### config.mk
export PLATFORM = sky130hd
export DESIGN_NAME = periph_disable_bank
export DESIGN_NICKNAME = d
export VERILOG_FILES = /design/src/logic/periph_disable_pkg.sv /design/src/logic/unit_settle.sv /design/src/logic/periph_disable_bank.sv
export SDC_FILE = /design/constraint.sdc
export NUM_CORES = 1
export LEC_CHECK = 0
export BUFFER_PORTS_ARGS = -buffer_cell sky130_fd_sc_hd__buf_4
export CORE_MARGIN = 5
export CORE_UTILIZATION = 25
export CTS_BUF_LIST = sky130_fd_sc_hd__clkbuf_4 sky130_fd_sc_hd__clkbuf_8
export DETAILED_ROUTE_END_ITERATION = 12
export PLACE_DENSITY = 0.48
export SYNTH_ARGS = -nofsm -noshare
export SYNTH_HDL_FRONTEND = slang
export SYNTH_HIERARCHICAL = 1
export SYNTH_SLANG_ARGS = --single-unit
export TNS_END_PERCENT = 20
### constraint.sdc
create_clock -name pclk -period 1.67 [get_ports pclk]
set_clock_uncertainty 0.15 [all_clocks]
set_input_delay 0.334 -clock pclk [delete_from_list [all_inputs] [get_ports pclk]]
set_output_delay 0.334 -clock pclk [all_outputs]
set_load 0.05 [all_outputs]
### src/logic/periph_disable_pkg.sv
// Purpose: Shared constants and types for the peripheral disable bank
// Assumes: APB register access, one 10 MHz clock
// Notes:   Register offsets are byte addresses, one aligned word each
package periph_disable_pkg;

  ////////////////////////////////////////////////////////////////////////////
  // Bus and register map
  localparam int unsigned ADDR_W   = 12;
  localparam int unsigned DATA_W   = 32;
  localparam int unsigned CTL_W    = 8;
  localparam int unsigned NUM_REGS = 5;
  localparam int unsigned IDX_W    = 3;
  localparam int unsigned UNIT_W   = 6;
  localparam int unsigned NUM_BITS = NUM_REGS * CTL_W;

  localparam logic [ADDR_W-1:0] OFF_CORE_SUPPORT_DISABLE     = 12'h000;
  localparam logic [ADDR_W-1:0] OFF_TIMER_OSCILLATOR_DISABLE = 12'h004;
  localparam logic [ADDR_W-1:0] OFF_ANALOG_UNIT_DISABLE      = 12'h008;
  localparam logic [ADDR_W-1:0] OFF_WAVEFORM_UNIT_DISABLE    = 12'h00C;
  localparam logic [ADDR_W-1:0] OFF_SERIAL_UNIT_DISABLE      = 12'h010;

  localparam logic [IDX_W-1:0] IDX_CORE    = 3'h0;
  localparam logic [IDX_W-1:0] IDX_TIMER   = 3'h1;
  localparam logic [IDX_W-1:0] IDX_ANALOG  = 3'h2;
  localparam logic [IDX_W-1:0] IDX_WAVE    = 3'h3;
  localparam logic [IDX_W-1:0] IDX_SERIAL  = 3'h4;
  localparam logic [IDX_W-1:0] IDX_NONE    = 3'h7;

  // Implemented bits of each register
  localparam logic [CTL_W-1:0] MASK_CORE   = 8'hC7;
  localparam logic [CTL_W-1:0] MASK_TIMER  = 8'h87;
  localparam logic [CTL_W-1:0] MASK_ANALOG = 8'h67;
  localparam logic [CTL_W-1:0] MASK_WAVE   = 8'h3F;
  localparam logic [CTL_W-1:0] MASK_SERIAL = 8'hD1;
  localparam logic [NUM_BITS-1:0] IMPL_MASK =
    {MASK_SERIAL, MASK_WAVE, MASK_ANALOG, MASK_TIMER, MASK_CORE};

  localparam logic [CTL_W-1:0]  CTL_RESET   = 8'h00;
  localparam logic [DATA_W-1:0] RDATA_ZERO  = 32'h0000_0000;
  localparam logic [CTL_W-1:0]  BYTE_ZERO   = 8'h00;

  // Bit positions inside the core support register
  localparam int unsigned BIT_CLOCK_NET = 7;
  localparam int unsigned BIT_VREF      = 6;
  localparam int unsigned BIT_NVM       = 2;
  localparam int unsigned BIT_REFCLK    = 1;
  localparam int unsigned BIT_PINCHG    = 0;
  // Unit number of a bit is register index times eight plus bit
  localparam int unsigned NVM_UNIT      = BIT_NVM;

  ////////////////////////////////////////////////////////////////////////////
  // Timing
  localparam int unsigned CLK_PERIOD_NS   = 100;
  localparam int unsigned NVM_SETTLE_NS   = 1000;
  localparam int unsigned INSTR_CYCLE_NS  = 400;
  localparam int unsigned NVM_SETTLE_CYC  =
    (NVM_SETTLE_NS + CLK_PERIOD_NS - 1) / CLK_PERIOD_NS;
  localparam int unsigned UNIT_SETTLE_CYC =
    (INSTR_CYCLE_NS + CLK_PERIOD_NS - 1) / CLK_PERIOD_NS;

  ////////////////////////////////////////////////////////////////////////////
  // Types
  typedef enum logic [1:0] {
    ST_IDLE   = 2'b01,
    ST_ACCESS = 2'b10
  } apb_state_t;

  typedef struct packed {
    logic              valid;
    logic              write;
    logic [UNIT_W-1:0] unit;
  } sfr_req_t;

  typedef struct packed {
    logic periph_clock_net_off;
    logic voltage_ref_off;
    logic nonvolatile_unit_off;
    logic ref_clock_out_off;
    logic pin_change_irq_off;
    logic numeric_osc_off;
    logic limit_timer_off;
    logic gated_timer_off;
    logic basic_timer_off;
    logic dig_to_analog_off;
    logic analog_to_dig_off;
    logic comparator_b_off;
    logic comparator_a_off;
    logic zero_cross_off;
    logic modulator_d_off;
    logic modulator_c_off;
    logic modulator_b_off;
    logic modulator_a_off;
    logic capture_unit_b_off;
    logic capture_unit_a_off;
    logic serial_xcvr_b_off;
    logic serial_xcvr_a_off;
    logic sync_serial_off;
    logic complementary_wave_off;
  } off_flags_t;

endpackage

### src/logic/unit_settle.sv
// Purpose: Ready flag for one peripheral after it leaves the disabled state
// Assumes: off comes from a register in the same clock domain
// Notes:   Ready drops one edge after off rises and rises SETTLE_CYC edges after off falls
`timescale 1ns/1ps
module unit_settle #(
  parameter int unsigned SETTLE_CYC = 1
) (
  // Clock and reset
  input  wire logic pclk,
  input  wire logic presetn,
  // Control
  input  wire logic off,
  output logic      ready
);

  localparam int unsigned CNT_W = $clog2(SETTLE_CYC + 1);
  localparam logic [CNT_W-1:0] CNT_LOAD = CNT_W'(SETTLE_CYC);
  localparam logic [CNT_W-1:0] CNT_ZERO = '0;
  localparam logic [CNT_W-1:0] CNT_ONE  = CNT_W'(1);

  logic [CNT_W-1:0] count_reg;

  always_ff @(posedge pclk or negedge presetn) begin
    if (!presetn) begin
      count_reg <= CNT_LOAD;
    end else if (off) begin
      count_reg <= CNT_LOAD;
    end else if (count_reg != CNT_ZERO) begin
      count_reg <= count_reg - CNT_ONE;
    end
  end

  always_ff @(posedge pclk or negedge presetn) begin
    if (!presetn) begin
      ready <= 1'b0;
    end else begin
      ready <= !off && (count_reg <= CNT_ONE);
    end
  end

endmodule

### src/logic/periph_disable_bank.sv
// Purpose: Five peripheral disable registers behind an APB slave, with the
//          gating each disable bit applies to its peripheral
// Assumes: Core side requests are synchronous to pclk
// Notes:   APB answers with one wait-free access phase; unmapped reads error
`timescale 1ns/1ps

module periph_disable_bank
  import periph_disable_pkg::*;
(
  // Clock and reset
  input  wire logic              pclk,
  input  wire logic              presetn,
  // APB slave
  input  wire logic              psel,
  input  wire logic              penable,
  input  wire logic              pwrite,
  input  wire logic [ADDR_W-1:0] paddr,
  input  wire logic [DATA_W-1:0] pwdata,
  input  wire logic [3:0]        pstrb,
  output logic      [DATA_W-1:0] prdata,
  output logic                   pready,
  output logic                   pslverr,
  // Core access to peripheral registers
  input  wire sfr_req_t          sfr_req,
  input  wire logic [CTL_W-1:0]  sfr_periph_rdata,
  output logic                   sfr_wr_ok,
  output logic      [CTL_W-1:0]  sfr_rdata,
  // Core access to nonvolatile memory
  input  wire logic              nvm_user_req,
  input  wire logic [CTL_W-1:0]  ptr_mem_rdata,
  output logic                   nvm_user_ok,
  output logic      [CTL_W-1:0]  ptr_rdata,
  // Peripheral controls
  output off_flags_t             unit_off,
  output logic                   periph_clk_en,
  output logic      [NUM_BITS-1:0] unit_hold_reset,
  output logic      [NUM_BITS-1:0] pin_route_off,
  output logic      [NUM_BITS-1:0] unit_ready,
  output logic                   nvm_ready
);

  ////////////////////////////////////////////////////////////////////////////
  // Decoding helpers

  function automatic logic [IDX_W-1:0] reg_index(input logic [ADDR_W-1:0] addr);
    logic [IDX_W-1:0] idx;
    idx = IDX_NONE;
    unique case (addr)
      OFF_CORE_SUPPORT_DISABLE:     idx = IDX_CORE;
      OFF_TIMER_OSCILLATOR_DISABLE: idx = IDX_TIMER;
      OFF_ANALOG_UNIT_DISABLE:      idx = IDX_ANALOG;
      OFF_WAVEFORM_UNIT_DISABLE:    idx = IDX_WAVE;
      OFF_SERIAL_UNIT_DISABLE:      idx = IDX_SERIAL;
      default:                      idx = IDX_NONE;
    endcase
    return idx;
  endfunction

  function automatic logic [CTL_W-1:0] reg_mask(input logic [IDX_W-1:0] idx);
    logic [CTL_W-1:0] m;
    m = BYTE_ZERO;
    unique case (idx)
      IDX_CORE:   m = MASK_CORE;
      IDX_TIMER:  m = MASK_TIMER;
      IDX_ANALOG: m = MASK_ANALOG;
      IDX_WAVE:   m = MASK_WAVE;
      IDX_SERIAL: m = MASK_SERIAL;
      default:    m = BYTE_ZERO;
    endcase
    return m;
  endfunction

  ////////////////////////////////////////////////////////////////////////////
  // Control registers

  logic [CTL_W-1:0]    ctl_reg [NUM_REGS];
  logic [NUM_BITS-1:0] off_flat;
  logic [IDX_W-1:0]    setup_idx;
  logic [IDX_W-1:0]    access_idx_reg;
  logic                write_fire;
  apb_state_t          state_reg;
  apb_state_t          state_next;

  assign setup_idx  = reg_index(paddr);
  assign write_fire = (state_reg == ST_ACCESS) && psel && penable && pwrite
                      && pstrb[0] && (access_idx_reg != IDX_NONE);

  // Only implemented bits store; the rest stay zero
  generate
    for (genvar r = 0; r < NUM_REGS; r++) begin : g_ctl
      always_ff @(posedge pclk or negedge presetn) begin
        if (!presetn) begin
          ctl_reg[r] <= CTL_RESET;
        end else if (write_fire && (access_idx_reg == IDX_W'(r))) begin
          ctl_reg[r] <= pwdata[CTL_W-1:0] & reg_mask(IDX_W'(r));
        end
      end
      assign off_flat[r*CTL_W +: CTL_W] = ctl_reg[r];
    end
  endgenerate

  // The clock network enable is kept as its own flop so it stays glitch free
  always_ff @(posedge pclk or negedge presetn) begin
    if (!presetn) begin
      periph_clk_en <= 1'b1;
    end else if (write_fire && (access_idx_reg == IDX_CORE)) begin
      periph_clk_en <= !pwdata[BIT_CLOCK_NET];
    end
  end

  ////////////////////////////////////////////////////////////////////////////
  // APB slave

  always_comb begin
    state_next = state_reg;
    unique case (state_reg)
      ST_IDLE:   if (psel && !penable) state_next = ST_ACCESS;
      ST_ACCESS: state_next = ST_IDLE;
    endcase
  end

  always_ff @(posedge pclk or negedge presetn) begin
    if (!presetn) begin
      state_reg <= ST_IDLE;
    end else begin
      state_reg <= state_next;
    end
  end

  always_ff @(posedge pclk or negedge presetn) begin
    if (!presetn) begin
      access_idx_reg <= IDX_NONE;
    end else if (state_reg == ST_IDLE && psel && !penable) begin
      access_idx_reg <= setup_idx;
    end
  end

  // Answer is set up at the setup edge and stands through the access phase
  always_ff @(posedge pclk or negedge presetn) begin
    if (!presetn) begin
      pready <= 1'b0;
    end else begin
      pready <= (state_next == ST_ACCESS);
    end
  end

  always_ff @(posedge pclk or negedge presetn) begin
    if (!presetn) begin
      pslverr <= 1'b0;
    end else if (state_next == ST_ACCESS) begin
      pslverr <= (setup_idx == IDX_NONE);
    end else begin
      pslverr <= 1'b0;
    end
  end

  always_ff @(posedge pclk or negedge presetn) begin
    if (!presetn) begin
      prdata <= RDATA_ZERO;
    end else if (state_next == ST_ACCESS && !pwrite && setup_idx != IDX_NONE) begin
      prdata <= {{(DATA_W-CTL_W){1'b0}}, ctl_reg[setup_idx]};
    end else begin
      prdata <= RDATA_ZERO;
    end
  end

  ////////////////////////////////////////////////////////////////////////////
  // Named disable flags

  assign unit_off.periph_clock_net_off   = ctl_reg[IDX_CORE][BIT_CLOCK_NET];
  assign unit_off.voltage_ref_off        = ctl_reg[IDX_CORE][BIT_VREF];
  assign unit_off.nonvolatile_unit_off   = ctl_reg[IDX_CORE][BIT_NVM];
  assign unit_off.ref_clock_out_off      = ctl_reg[IDX_CORE][BIT_REFCLK];
  assign unit_off.pin_change_irq_off     = ctl_reg[IDX_CORE][BIT_PINCHG];
  assign unit_off.numeric_osc_off        = ctl_reg[IDX_TIMER][7];
  assign unit_off.limit_timer_off        = ctl_reg[IDX_TIMER][2];
  assign unit_off.gated_timer_off        = ctl_reg[IDX_TIMER][1];
  assign unit_off.basic_timer_off        = ctl_reg[IDX_TIMER][0];
  assign unit_off.dig_to_analog_off      = ctl_reg[IDX_ANALOG][6];
  assign unit_off.analog_to_dig_off      = ctl_reg[IDX_ANALOG][5];
  assign unit_off.comparator_b_off       = ctl_reg[IDX_ANALOG][2];
  assign unit_off.comparator_a_off       = ctl_reg[IDX_ANALOG][1];
  assign unit_off.zero_cross_off         = ctl_reg[IDX_ANALOG][0];
  assign unit_off.modulator_d_off        = ctl_reg[IDX_WAVE][5];
  assign unit_off.modulator_c_off        = ctl_reg[IDX_WAVE][4];
  assign unit_off.modulator_b_off        = ctl_reg[IDX_WAVE][3];
  assign unit_off.modulator_a_off        = ctl_reg[IDX_WAVE][2];
  assign unit_off.capture_unit_b_off     = ctl_reg[IDX_WAVE][1];
  assign unit_off.capture_unit_a_off     = ctl_reg[IDX_WAVE][0];
  assign unit_off.serial_xcvr_b_off      = ctl_reg[IDX_SERIAL][7];
  assign unit_off.serial_xcvr_a_off      = ctl_reg[IDX_SERIAL][6];
  assign unit_off.sync_serial_off        = ctl_reg[IDX_SERIAL][4];
  assign unit_off.complementary_wave_off = ctl_reg[IDX_SERIAL][0];

  // Each unit follows only its own bit
  assign unit_hold_reset = off_flat;
  assign pin_route_off   = off_flat;

  ////////////////////////////////////////////////////////////////////////////
  // Settle timers after re-enable

  generate
    for (genvar u = 0; u < NUM_BITS; u++) begin : g_settle
      if (IMPL_MASK[u]) begin : g_impl
        unit_settle #(
          .SETTLE_CYC ((u == NVM_UNIT) ? NVM_SETTLE_CYC : UNIT_SETTLE_CYC)
        ) u_settle (
          .pclk    (pclk),
          .presetn (presetn),
          .off     (off_flat[u]),
          .ready   (unit_ready[u])
        );
      end else begin : g_none
        assign unit_ready[u] = 1'b0;
      end
    end
  endgenerate

  // Memory ready flag waits out its settle time; nvm_user_ok and ptr_rdata follow the disable bit alone
  assign nvm_ready = unit_ready[NVM_UNIT];

  ////////////////////////////////////////////////////////////////////////////
  // Access gating toward peripherals

  // Out-of-range or unimplemented unit numbers count as disabled
  function automatic logic unit_blocked(input logic [UNIT_W-1:0] unit);
    logic blocked;
    blocked = 1'b1;
    if (unit < UNIT_W'(NUM_BITS)) begin
      blocked = off_flat[unit] || !IMPL_MASK[unit];
    end
    return blocked;
  endfunction

  always_ff @(posedge pclk or negedge presetn) begin
    if (!presetn) begin
      sfr_wr_ok <= 1'b0;
    end else begin
      // Memory-controller registers belong to the memory unit number
      sfr_wr_ok <= sfr_req.valid && sfr_req.write
                   && !unit_blocked(sfr_req.unit);
    end
  end

  always_ff @(posedge pclk or negedge presetn) begin
    if (!presetn) begin
      sfr_rdata <= BYTE_ZERO;
    end else if (sfr_req.valid && !sfr_req.write && !unit_blocked(sfr_req.unit)) begin
      sfr_rdata <= sfr_periph_rdata;
    end else begin
      sfr_rdata <= BYTE_ZERO;
    end
  end

  always_ff @(posedge pclk or negedge presetn) begin
    if (!presetn) begin
      nvm_user_ok <= 1'b0;
    end else begin
      nvm_user_ok <= nvm_user_req && !off_flat[NVM_UNIT];
    end
  end

  always_ff @(posedge pclk or negedge presetn) begin
    if (!presetn) begin
      ptr_rdata <= BYTE_ZERO;
    end else if (off_flat[NVM_UNIT]) begin
      ptr_rdata <= BYTE_ZERO;
    end else begin
      ptr_rdata <= ptr_mem_rdata;
    end
  end

endmodule

==> qor.yml, run 1 <==
synthesis:
  yosys-top-cells-area: "dfrtp_1 34%, ha_1 9.9%, buf_4 9.8%"
  async_flop_share_pct: 100
  synth.distinct_cells: 52
  synthCells: 839
  synth-edff-count: 0
  synth_warnings: 6
  post-synth-top-area-cell: "dfrtp_1"
  avgSynthCellArea_um2: 11.0
  synth.cell_area_um2: 9250
  synth_top_area_share_pct: 33.8
  yosysSeqAreaShare_pct: 42.4
  ys_ff_latch: 155
  synth_ff_type: "dfrtp_1"
worst_hold_path:
  hp-class: "input pin to flop"
  whs_path_depth: 3
  min_from: "paddr[4]"
  whs_endpoint: "access_idx_reg[1]"
finish:
  final_common_cell: "buf_4"
  final_area_um2: 12900
  drive_gt1_share_pct: 43.3
  final_cell_mix: "168 x buf_4, 101 x dfrtp_1, 73 x ha_1, 72 x conb_1, 68 x nor2_1"
  final_core_util_pct: 35.4
  largest_reg_flops: 73
  regArea_um2: 3950
  fillers: 3635
  fin_nets: 1264
  multi_input_area_um2: 4680
  synthToLayoutAreaGrowth_pct: 39.8
  instances_no_fill: 1595
detailed_routing:
  vias_per_cell: 4.17
  totalWireLength_um: 24000
  drtIter0Drc: 239
  routedWlPerCell_um: 15.1
  dr.pass1.iters: 5
  vias: 6659
  ant_nets: 0
  route.detailed.drc: 0
setup_path:
  worstSetupPathType: "flop to flop"
  crit_path_end_kind: "flop"
  crit_required_ps: 1870
  worstPathMaxFanout: 4
  reg2regPathDepth: 6
  ff2ff_setup_slack_ps: -80
  rr_endpoint: "pin_route_off[21]"
  reg2reg_from: "state_reg[0]"
  cp-start-kind: "flop"
  crit_slowest_cell: "dfstp_2"
  path_cells: "nand2b_4, nor3_2, buf_4, and3b_2, buf_6, mux2_4"
  arrival_ps: 1950
  max_stage_delay_ps: 540
placed_design:
  dpl_worst_slack_ps: -379
  port_buffers: 176
  dp.cells: 1496
  place_area_um2: 11200
  place_congestion: 0.734
  hpwl_um: 17000
floorplanning:
  rows: 70
  core_um2: 36500
  initial_core_util_pct: 25.3
  die_height_um: 202
  die_x_um: 202
  io_pins: 276
  die_area_um2: 40900
global_route:
  antenna_found_initial: 0
  grt_pass1_wl_um: 37500
  grt.overflow.total: 0
  grt_start_max_net_pins: 40
  grt_pass1_vias: 6834
  grt.total_usage_pct: 11.5
clock_tree:
  cts_buffer_depth: 2
  cts.sinks: 155
  clock_latency_ps: 460
  numCtsBuffers: 17
  cts_tree: "done"
  htreeDepth: 4
  path_clk_slew_ps: 90
  cts-root-buf: "clkbuf_8"
timing:
  fin_crit_sh_pct: 105
  fmax_mhz: 572
  holdWs_ps: 62.5
  fin_ws_ps: -79.2
  finalHoldViolations: 0
  rsz0062_at_grt: "true"
  setup_violations: 80
  fin_crit_ps: 1750
  drv_slew: 0
  fin_tns_setup_ps: -2070
power:
  p_leak_nw: 6.21
  power_mw: 18.2
  powerDensity_nw_per_um2: 1400
  ir_worst_vdd_v: 0.000717
outcome:
  outcome: "finished with violations"
  violations: "setup timing"
job:
  drv_cap: 0
==> worst max-delay path by stage <==
stage                                  from                 to  depth (start not counted)
final                          state_reg[0]  pin_route_off[21]                          6
after global placement             paddr[9]          prdata[1]                          6
after CTS                 pin_route_off[18]       unit_off[12]                          2
after detailed placement           paddr[9]          prdata[1]                          6
after global routing           state_reg[0]          prdata[5]                          6
after floorplan                    paddr[9]          prdata[1]                          5
==> layout make-up <==
type	instances	area share [%]
Antenna cell	1	0.0194
Clock buffer	19	2.02
Clock inverter	13	0.832
Inverter	52	1.51
Multi-Input combinational cell	573	36.2
Sequential cell	155	30.6
Tap cell	468	4.53
Timing Repair Buffer	314	24.3
==> report_power, final <==
part / switching [mW] / leakage (nW) / internal [mW]
Sequential: 1.17 / 1.86 / 5.32
Combinational: 4.58 / 4.16 / 4.33
Clock: 1.61 / 0.183 / 1.14
==> per-layer routing <==
metal | global-route usage (%) | routed length [um]
met5 | 0 | 0
met2 | 19.1 | 11700
met3 | 2.62 | 921
met1 | 15.0 | 11100
met4 | 3.13 | 314
==> logic make-up after synthesis <==
| logic type | synth area share (%) |
|---|---|
| adder cells (fa/ha/maj) | 9.88 |
| multiplexers | 8.80 |
| AO/OA/AOI/OAI | 9.34 |
| flip-flops | 42.4 |
| other | 0.0406 |
| buffers and inverters | 12.4 |
| AND/OR/NAND/NOR | 17.2 |
==> worst max-delay path: cells and delay by family, from the launching register on <==
family        cells  cell delay, ps
flops             1             540
simple gates      3             380
buf+inv           2             280
mux               1             290
==> synth_stat cells (2+ instances only) <==
master / instances
dfrtp_1: 125
buf_4: 121
ha_1: 73
nor2_1: 70
nor2b_1: 58
inv_1: 52
dfstp_2: 30
mux2_2: 27
nor3_1: 27
a211o_1: 25
o31ai_1: 25
mux2_4: 23
nand4bb_1: 23
nor2b_2: 23
o21ba_2: 23
a21oi_1: 16
nand2b_1: 14
mux2i_1: 13
nand3b_1: 9
clkbuf_1: 8
nand2_1: 8
o21ai_0: 5
nand4_1: 4
a31oi_1: 3
nand3_1: 3
and3b_1: 2
buf_2: 2
nor4b_1: 2
nor4bb_1: 2
==> timing repair <==
item                                   CTS  global route
setup buffers                           19             8
endpoints found under the hold margin  172             0
pin swaps                                2             5
gates resized for setup                138            55
cloned                                   1             2
setup endpoints to repair              107           112
hold buffers                            36             0
Power figures use the tool's default switching activity.
==> run 2: changes to the inputs <==
--- a/config.mk
+++ b/config.mk
@@ -8,7 +8,6 @@
 export BUFFER_PORTS_ARGS = -buffer_cell sky130_fd_sc_hd__buf_4
 export CORE_MARGIN = 5
 export CORE_UTILIZATION = 25
-export CTS_BUF_LIST = sky130_fd_sc_hd__clkbuf_4 sky130_fd_sc_hd__clkbuf_8
 export DETAILED_ROUTE_END_ITERATION = 12
 export PLACE_DENSITY = 0.48
 export SYNTH_ARGS = -nofsm -noshare
==> run 2 against run 1 <==
  * The run still ends with setup timing left
  * Routed wire length shrank 3.1%
  * Largest power group unchanged
  * Flip-flop and latch count is the same
  * Count of clock-buffer cells in the layout is the same
  * Register-to-register slack lost 20 ps
  * Final area shrank 1.5%
  * Combinational power shrank 1%
  * Global-route usage shrank 0.29 points
==> qor.yml, run 2 (synthesized netlist as in run 1, its figures left out) <==
placed_design:
  place_congestion: 0.734  # unchanged
  port_buffers: 176  # unchanged
  hpwl_um: 17000  # unchanged
timing:
  fin_crit_ps: 1770  # was 1750 ps
  fin_ws_ps: -97.9  # was -79.2 ps
  finalHoldViolations: 0  # unchanged
  fmax_mhz: 566  # was 572 MHz
  fin_tns_setup_ps: -1260  # was -2070 ps
  setup_violations: 31  # was 80
  drv_slew: 0  # unchanged
  fin_crit_sh_pct: 106  # was 105%
  rsz0062_at_grt: "true"  # unchanged
clock_tree:
  numCtsBuffers: 17  # unchanged
  cts.sinks: 155  # unchanged
  clock_latency_ps: 430  # was 460 ps
  htreeDepth: 4  # unchanged
  cts-root-buf: "clkbuf_16"  # was clkbuf_8
  cts_buffer_depth: 2  # unchanged
  cts_tree: "done"  # unchanged
  path_clk_slew_ps: 60  # was 90 ps
setup_path:
  cp-start-kind: "flop"  # unchanged
  crit_path_end_kind: "flop"  # unchanged
  reg2reg_from: "state_reg[0]"  # unchanged
  crit_required_ps: 1830  # was 1870 ps
  worstSetupPathType: "flop to flop"  # unchanged
  arrival_ps: 1930  # was 1950 ps
  crit_slowest_cell: "dfstp_2"  # unchanged
  max_stage_delay_ps: 370  # was 540 ps
  worstPathMaxFanout: 4  # unchanged
  crit_start: "state_reg[0]"  # unchanged
  path_cells: "nand2b_4, nor3_1, buf_4, nand2_1, nor2_1, buf_4, mux2_2"  # was nand2b_4, nor3_2, buf_4, and3b_2, buf_6, mux2_4
  crit_top_cell: "buf_4"
  cp.buffers_inverters: 2  # unchanged
  crit_family: "simple AND/OR/NAND/NOR gates"  # was flip-flops
worst_hold_path:
  min_from: "ptr_mem_rdata[3]"  # was paddr[4]
  hp-class: "input pin to flop"  # unchanged
floorplanning:
  die_area_um2: 40900  # unchanged
  io_pins: 276  # unchanged
  initial_core_util_pct: 25.3  # unchanged
  die_height_um: 202  # unchanged
  die_x_um: 202  # unchanged
  rows: 70  # unchanged
  core_um2: 36500  # unchanged
detailed_routing:
  vias_per_cell: 4.19  # was 4.17
  drtIter0Drc: 246  # was 239
  ant_nets: 0  # unchanged
  route.detailed.drc: 0  # unchanged
  routedWlPerCell_um: 14.8  # was 15.1 um
  totalWireLength_um: 23300  # was 24000 um
  dr.pass1.iters: 5  # unchanged
  vias: 6568  # was 6659
finish:
  largest_reg_flops: 73  # unchanged
  regArea_um2: 3950  # unchanged
  multi_input_area_um2: 4650  # was 4680 um^2
  final_cell_mix: "155 x buf_4, 101 x dfrtp_1, 74 x buf_6, 73 x ha_1, 72 x conb_1"  # was 168 x buf_4, 101 x dfrtp_1, 73 x ha_1, 72 x conb_1, 68 x nor2_1
  final_core_util_pct: 34.9  # was 35.4%
  fillers: 3664  # was 3635
  final_common_cell: "buf_4"  # unchanged
  synthToLayoutAreaGrowth_pct: 37.7  # was 39.8%
  drive_gt1_share_pct: 43.0  # was 43.3%
  fin_nets: 1236  # was 1264
global_route:
  grt_pass1_wl_um: 36600  # was 37500 um
  grt.total_usage_pct: 11.2  # was 11.5%
  grt_start_max_net_pins: 40  # unchanged
  antenna_found_initial: 1  # was 0
  grt.overflow.total: 0  # unchanged
  grt_pass1_vias: 6723  # was 6834
outcome:
  violations: "setup timing"  # unchanged
  outcome: "finished with violations"  # unchanged
job:
  drv_cap: 0  # unchanged
power:
  p_leak_nw: 6.13  # was 6.21 nW
  powerDensity_nw_per_um2: 1500  # was 1400 nW/um^2
  ir_worst_vdd_v: 0.000732  # was 0.000717 V
[run 2: through the flow]
| step | cells | power (mW) | hold slack (ps) | worst slack [ps] | cell area (um^2) |
|---|---|---|---|---|---|
| 6_report | 1568 | 19.1 | 28.1 | -97.9 | 12700 |
| 5_1_grt | 1567 | 20.6 | 11.1 | -170 | 12700 |
| 4_1_cts | 1559 | 19.3 | 0.158 | -83.5 | 12500 |
| 3_5_place_dp | 1496 | 15.2 | 52.0 | -379 | 11200 |
| 3_3_place_gp | 1496 | 15.0 | 51.7 | -357 | 11200 |
| 2_1_floorplan | 910 | 13.2 | -112 | -240 | 9590 |
[run 2: worst paths after layout]
| kind | endpoint | slack, ps | cells after the start |
|---|---|---|---|
| min in group asynchronous | ptr_rdata[7] | 170 | 2 |
| min reg2reg | periph_clk_en | 360 | 2 |
| max in group asynchronous | g_settle[27].g_impl.u_settle/count_reg[2] | 630 | 3 |
| min | ptr_rdata[3] | 30 | 2 |
| max | pin_route_off[10] | -100 | 7 |
| max reg2reg | pin_route_off[10] | -100 | 7 |
[run 2: report_power, final]
group	switching [mW]	internal, mW	leakage [nW]
combinational	4.56	4.27	4.00
clock	1.73	2.02	0.271
sequential	1.18	5.33	1.86
[run 2: layout make-up]
class,count,share of cell area [%]
clock buffer,19,3.56
timing repair buffer,286,21.9
tap,468,4.60
inverter,52,1.53
multi-input combinational,573,36.5
sequential,155,31.0
clock inverter,13,0.845
antenna,2,0.0393
[run 2: repair_timing]
item,CTS,global route
hold buffers,24,0
buffers inserted,7,6
endpoints found under the hold margin,158,0
gates cloned,1,1
pin swaps,0,5
gates resized for setup,111,48
endpoints found under the setup margin,103,109
[run 2: per-layer routing]
metal / track usage, % / wire length, um / vias up
met1: 14.4 / 10600 / 3227
met3: 2.87 / 954 / 10
met2: 18.8 / 11400 / 141
li1: - / - / 3190
met4: 2.84 / 295 / 0
met5: 0 / 0 / -
==> run 3: changes to the inputs <==
--- a/config.mk
+++ b/config.mk
@@ -5,8 +5,9 @@
 export SDC_FILE = /design/constraint.sdc
 export NUM_CORES = 1
 export LEC_CHECK = 0
+export ABC_CLOCK_PERIOD_IN_PS = 1670
 export BUFFER_PORTS_ARGS = -buffer_cell sky130_fd_sc_hd__buf_4
-export CORE_MARGIN = 5
+export CORE_MARGIN = 1.5
 export CORE_UTILIZATION = 25
 export DETAILED_ROUTE_END_ITERATION = 12
 export PLACE_DENSITY = 0.48
==> run 3 against run 2 <==
  * The flow still finishes with violations (setup timing)
  * Via count fell by 0.85%
  * Sequential power barely moved
  * Power rose by 0.77%
  * Setup slack improved by 9.4 ps
  * Core utilization rose by 0.072 points
  * Register-to-register slack barely moved
  * Combinational power barely moved
  * Maximum frequency rose by 0.53%
  * Global-route usage rose by 0.83 points
  * Count of clock-buffer cells in the layout fell by 2
==> qor.yml, run 3 (synthesized netlist as in run 1, its figures left out) <==
timing:
  tightest_slew_ps: 580
  fmax_mhz: 569  # was 566 MHz
  fin_crit_sh_pct: 105  # was 106%
  rsz0062_at_grt: "true"  # unchanged
  max_slew_margin_pct: 61.2
  fin_ws_ps: -88.5  # was -97.9 ps
  fin_tns_setup_ps: -887  # was -1260 ps
  finalHoldViolations: 0  # unchanged
  setup_violations: 30  # was 31
  fin_crit_ps: 1760  # was 1770 ps
  holdWs_ps: 45.3  # was 28.1 ps
  drv_slew: 0  # unchanged
floorplanning:
  io_pins: 276  # unchanged
  rows: 70  # unchanged
  initial_core_util_pct: 25.3  # unchanged
  die_area_um2: 38100  # was 40900 um^2
  core_um2: 36500  # unchanged
  die_x_um: 195  # was 202 um
  die_height_um: 195  # was 202 um
clock_tree:
  cts.sinks: 155  # unchanged
  cts_buffer_depth: 2  # unchanged
  cts-root-buf: "clkbuf_16"  # unchanged
  htreeDepth: 4  # unchanged
  path_clk_slew_ps: 70  # was 60 ps
  numCtsBuffers: 17  # unchanged
  cts_tree: "done"  # unchanged
  clock_latency_ps: 430  # about the same
global_route:
  grt_start_max_net_pins: 34  # was 40
  grt_pass1_wl_um: 35700  # was 36600 um
  grt.total_usage_pct: 12.0  # was 11.2%
  grt.overflow.total: 0  # unchanged
  grt_pass1_vias: 6710  # was 6723
  antenna_found_initial: 4  # was 1
setup_path:
  cp-start-kind: "flop"  # unchanged
  arrival_ps: 1970  # was 1930 ps
  rr_endpoint: "prdata[5]"  # was pin_route_off[10]
  reg2reg_from: "state_reg[0]"  # unchanged
  worstSetupPathType: "flop to flop"  # unchanged
  ff2ff_setup_slack_ps: -90  # was -100 ps
  worstPathMaxFanout: 3  # was 4
  crit_path_end_kind: "flop"  # unchanged
  reg2regPathDepth: 6  # was 7
  crit_required_ps: 1890  # was 1830 ps
outcome:
  violations: "setup timing"  # unchanged
  outcome: "finished with violations"  # unchanged
detailed_routing:
  dr.pass1.iters: 4  # was 5
  totalWireLength_um: 22200  # was 23300 um
  vias: 6512  # was 6568
  routedWlPerCell_um: 14.1  # was 14.8 um
  ant_nets: 0  # unchanged
  route.detailed.drc: 0  # unchanged
  drtIter0Drc: 216  # was 246
  vias_per_cell: 4.15  # was 4.19
finish:
  final_common_cell: "buf_4"  # unchanged
  final_cell_mix: "157 x buf_4, 101 x dfrtp_1, 73 x ha_1, 72 x conb_1"  # was 155 x buf_4, 101 x dfrtp_1, 74 x buf_6, 73 x ha_1, 72 x conb_1
  largest_reg_flops: 73  # unchanged
  final_area_um2: 12800  # was 12700 um^2
  drive_gt1_share_pct: 42.6  # was 43.0%
  regArea_um2: 3950  # unchanged
  fillers: 3640  # was 3664
  instances_no_fill: 1571  # was 1568
  fin_nets: 1238  # was 1236
  multi_input_area_um2: 4590  # was 4650 um^2
  synthToLayoutAreaGrowth_pct: 38.0  # was 37.7%
placed_design:
  hpwl_um: 16200  # was 17000 um
  port_buffers: 176  # unchanged
  place_congestion: 0.755  # was 0.734
  dp.cells: 1499  # was 1496
  place_area_um2: 11200  # about the same
power:
  powerDensity_nw_per_um2: 1510  # was 1500 nW/um^2
  p_leak_nw: 6.16  # was 6.13 nW
  ir_worst_vdd_v: 0.000709  # was 0.000732 V
  power_mw: 19.2  # was 19.1 mW
worst_hold_path:
  whs_endpoint: "sfr_rdata[0]"  # was ptr_rdata[3]
  hp-class: "input pin to flop"  # unchanged
  min_from: "sfr_req[6]"  # was ptr_mem_rdata[3]
  whs_path_depth: 3  # was 2
job:
  drv_cap: 0  # unchanged
## run 3: cell count changes in the layout (fill, tap and decap cells not counted), moves of 2 or more
cell	delta
clkinvlp_4	-2
mux2_4	-5
a21oi_2	-2
buf_6	-6
buf_4	+2
mux2_2	+5
clkinv_4	+2
buf_8	+4
a21oi_1	+2
clkbuf_8	-2
buf_12	+2
## run 3: final cells by class
type                            count  share of cell area [%]
Antenna cell                        3                  0.0588
Tap cell                          468                    4.59
Timing Repair Buffer              289                    22.3
Inverter                           52                    1.53
Sequential cell                   155                    31.0
Multi-Input combinational cell    572                    36.0
Clock buffer                       17                    3.33
Clock inverter                     15                    1.25
## run 3: how the worst max path moves through the flow
stage	start	endpoint	slack, ps
2_1_floorplan	paddr[9]	prdata[1]	-240
3_3_place_gp	paddr[9]	prdata[1]	-360
3_5_place_dp	paddr[9]	prdata[1]	-390
4_1_cts	state_reg[0]	prdata[5]	-100
5_1_grt	state_reg[0]	prdata[5]	-180
6_report	state_reg[0]	prdata[5]	-90
## run 3: what timing repair did
action                                  4_1_cts  5_1_grt
gates resized for setup                     124       34
hold endpoints to repair                    134        0
endpoints found under the setup margin      109      109
pin swaps                                     3        2
hold buffers                                 25        0
cloned                                        1        0
setup buffers                                 8        4
## run 3: per-stage QoR
| step | setup slack (ps) | utilization, % |
|---|---|---|
| finish | -88.5 | 34.9 |
| global route | -185 | 34.9 |
| CTS | -98.4 | 34.5 |
| detailed placement | -394 | 30.6 |
| global placement | -357 | 30.6 |
| floorplan | -240 | - |
## run 3: where the power goes
group          internal (mW)  total, mW  switching [mW]
Clock                   2.11       3.91            1.80
Combinational           4.27       8.81            4.54
Sequential              5.32       6.51            1.19
Total                   11.7       19.2            7.52
## run 3: worst max-delay path, cell delays in order, from the launching register on
cell and delay, ps:
dfstp_2 530, nand2b_4 130, nand3b_1 100, or2_4 270, nor4b_4 200, buf_4 150
o221a_2 160
## run 3: per-layer routing
layer  track usage [%]  up-vias  wire length [um]
li1                  -     3187                 -
met1              15.1     3162             10000
met2              20.6      153             10900
met3              3.13        8              1060
met4              2.67        2               175
met5                 0        -                12
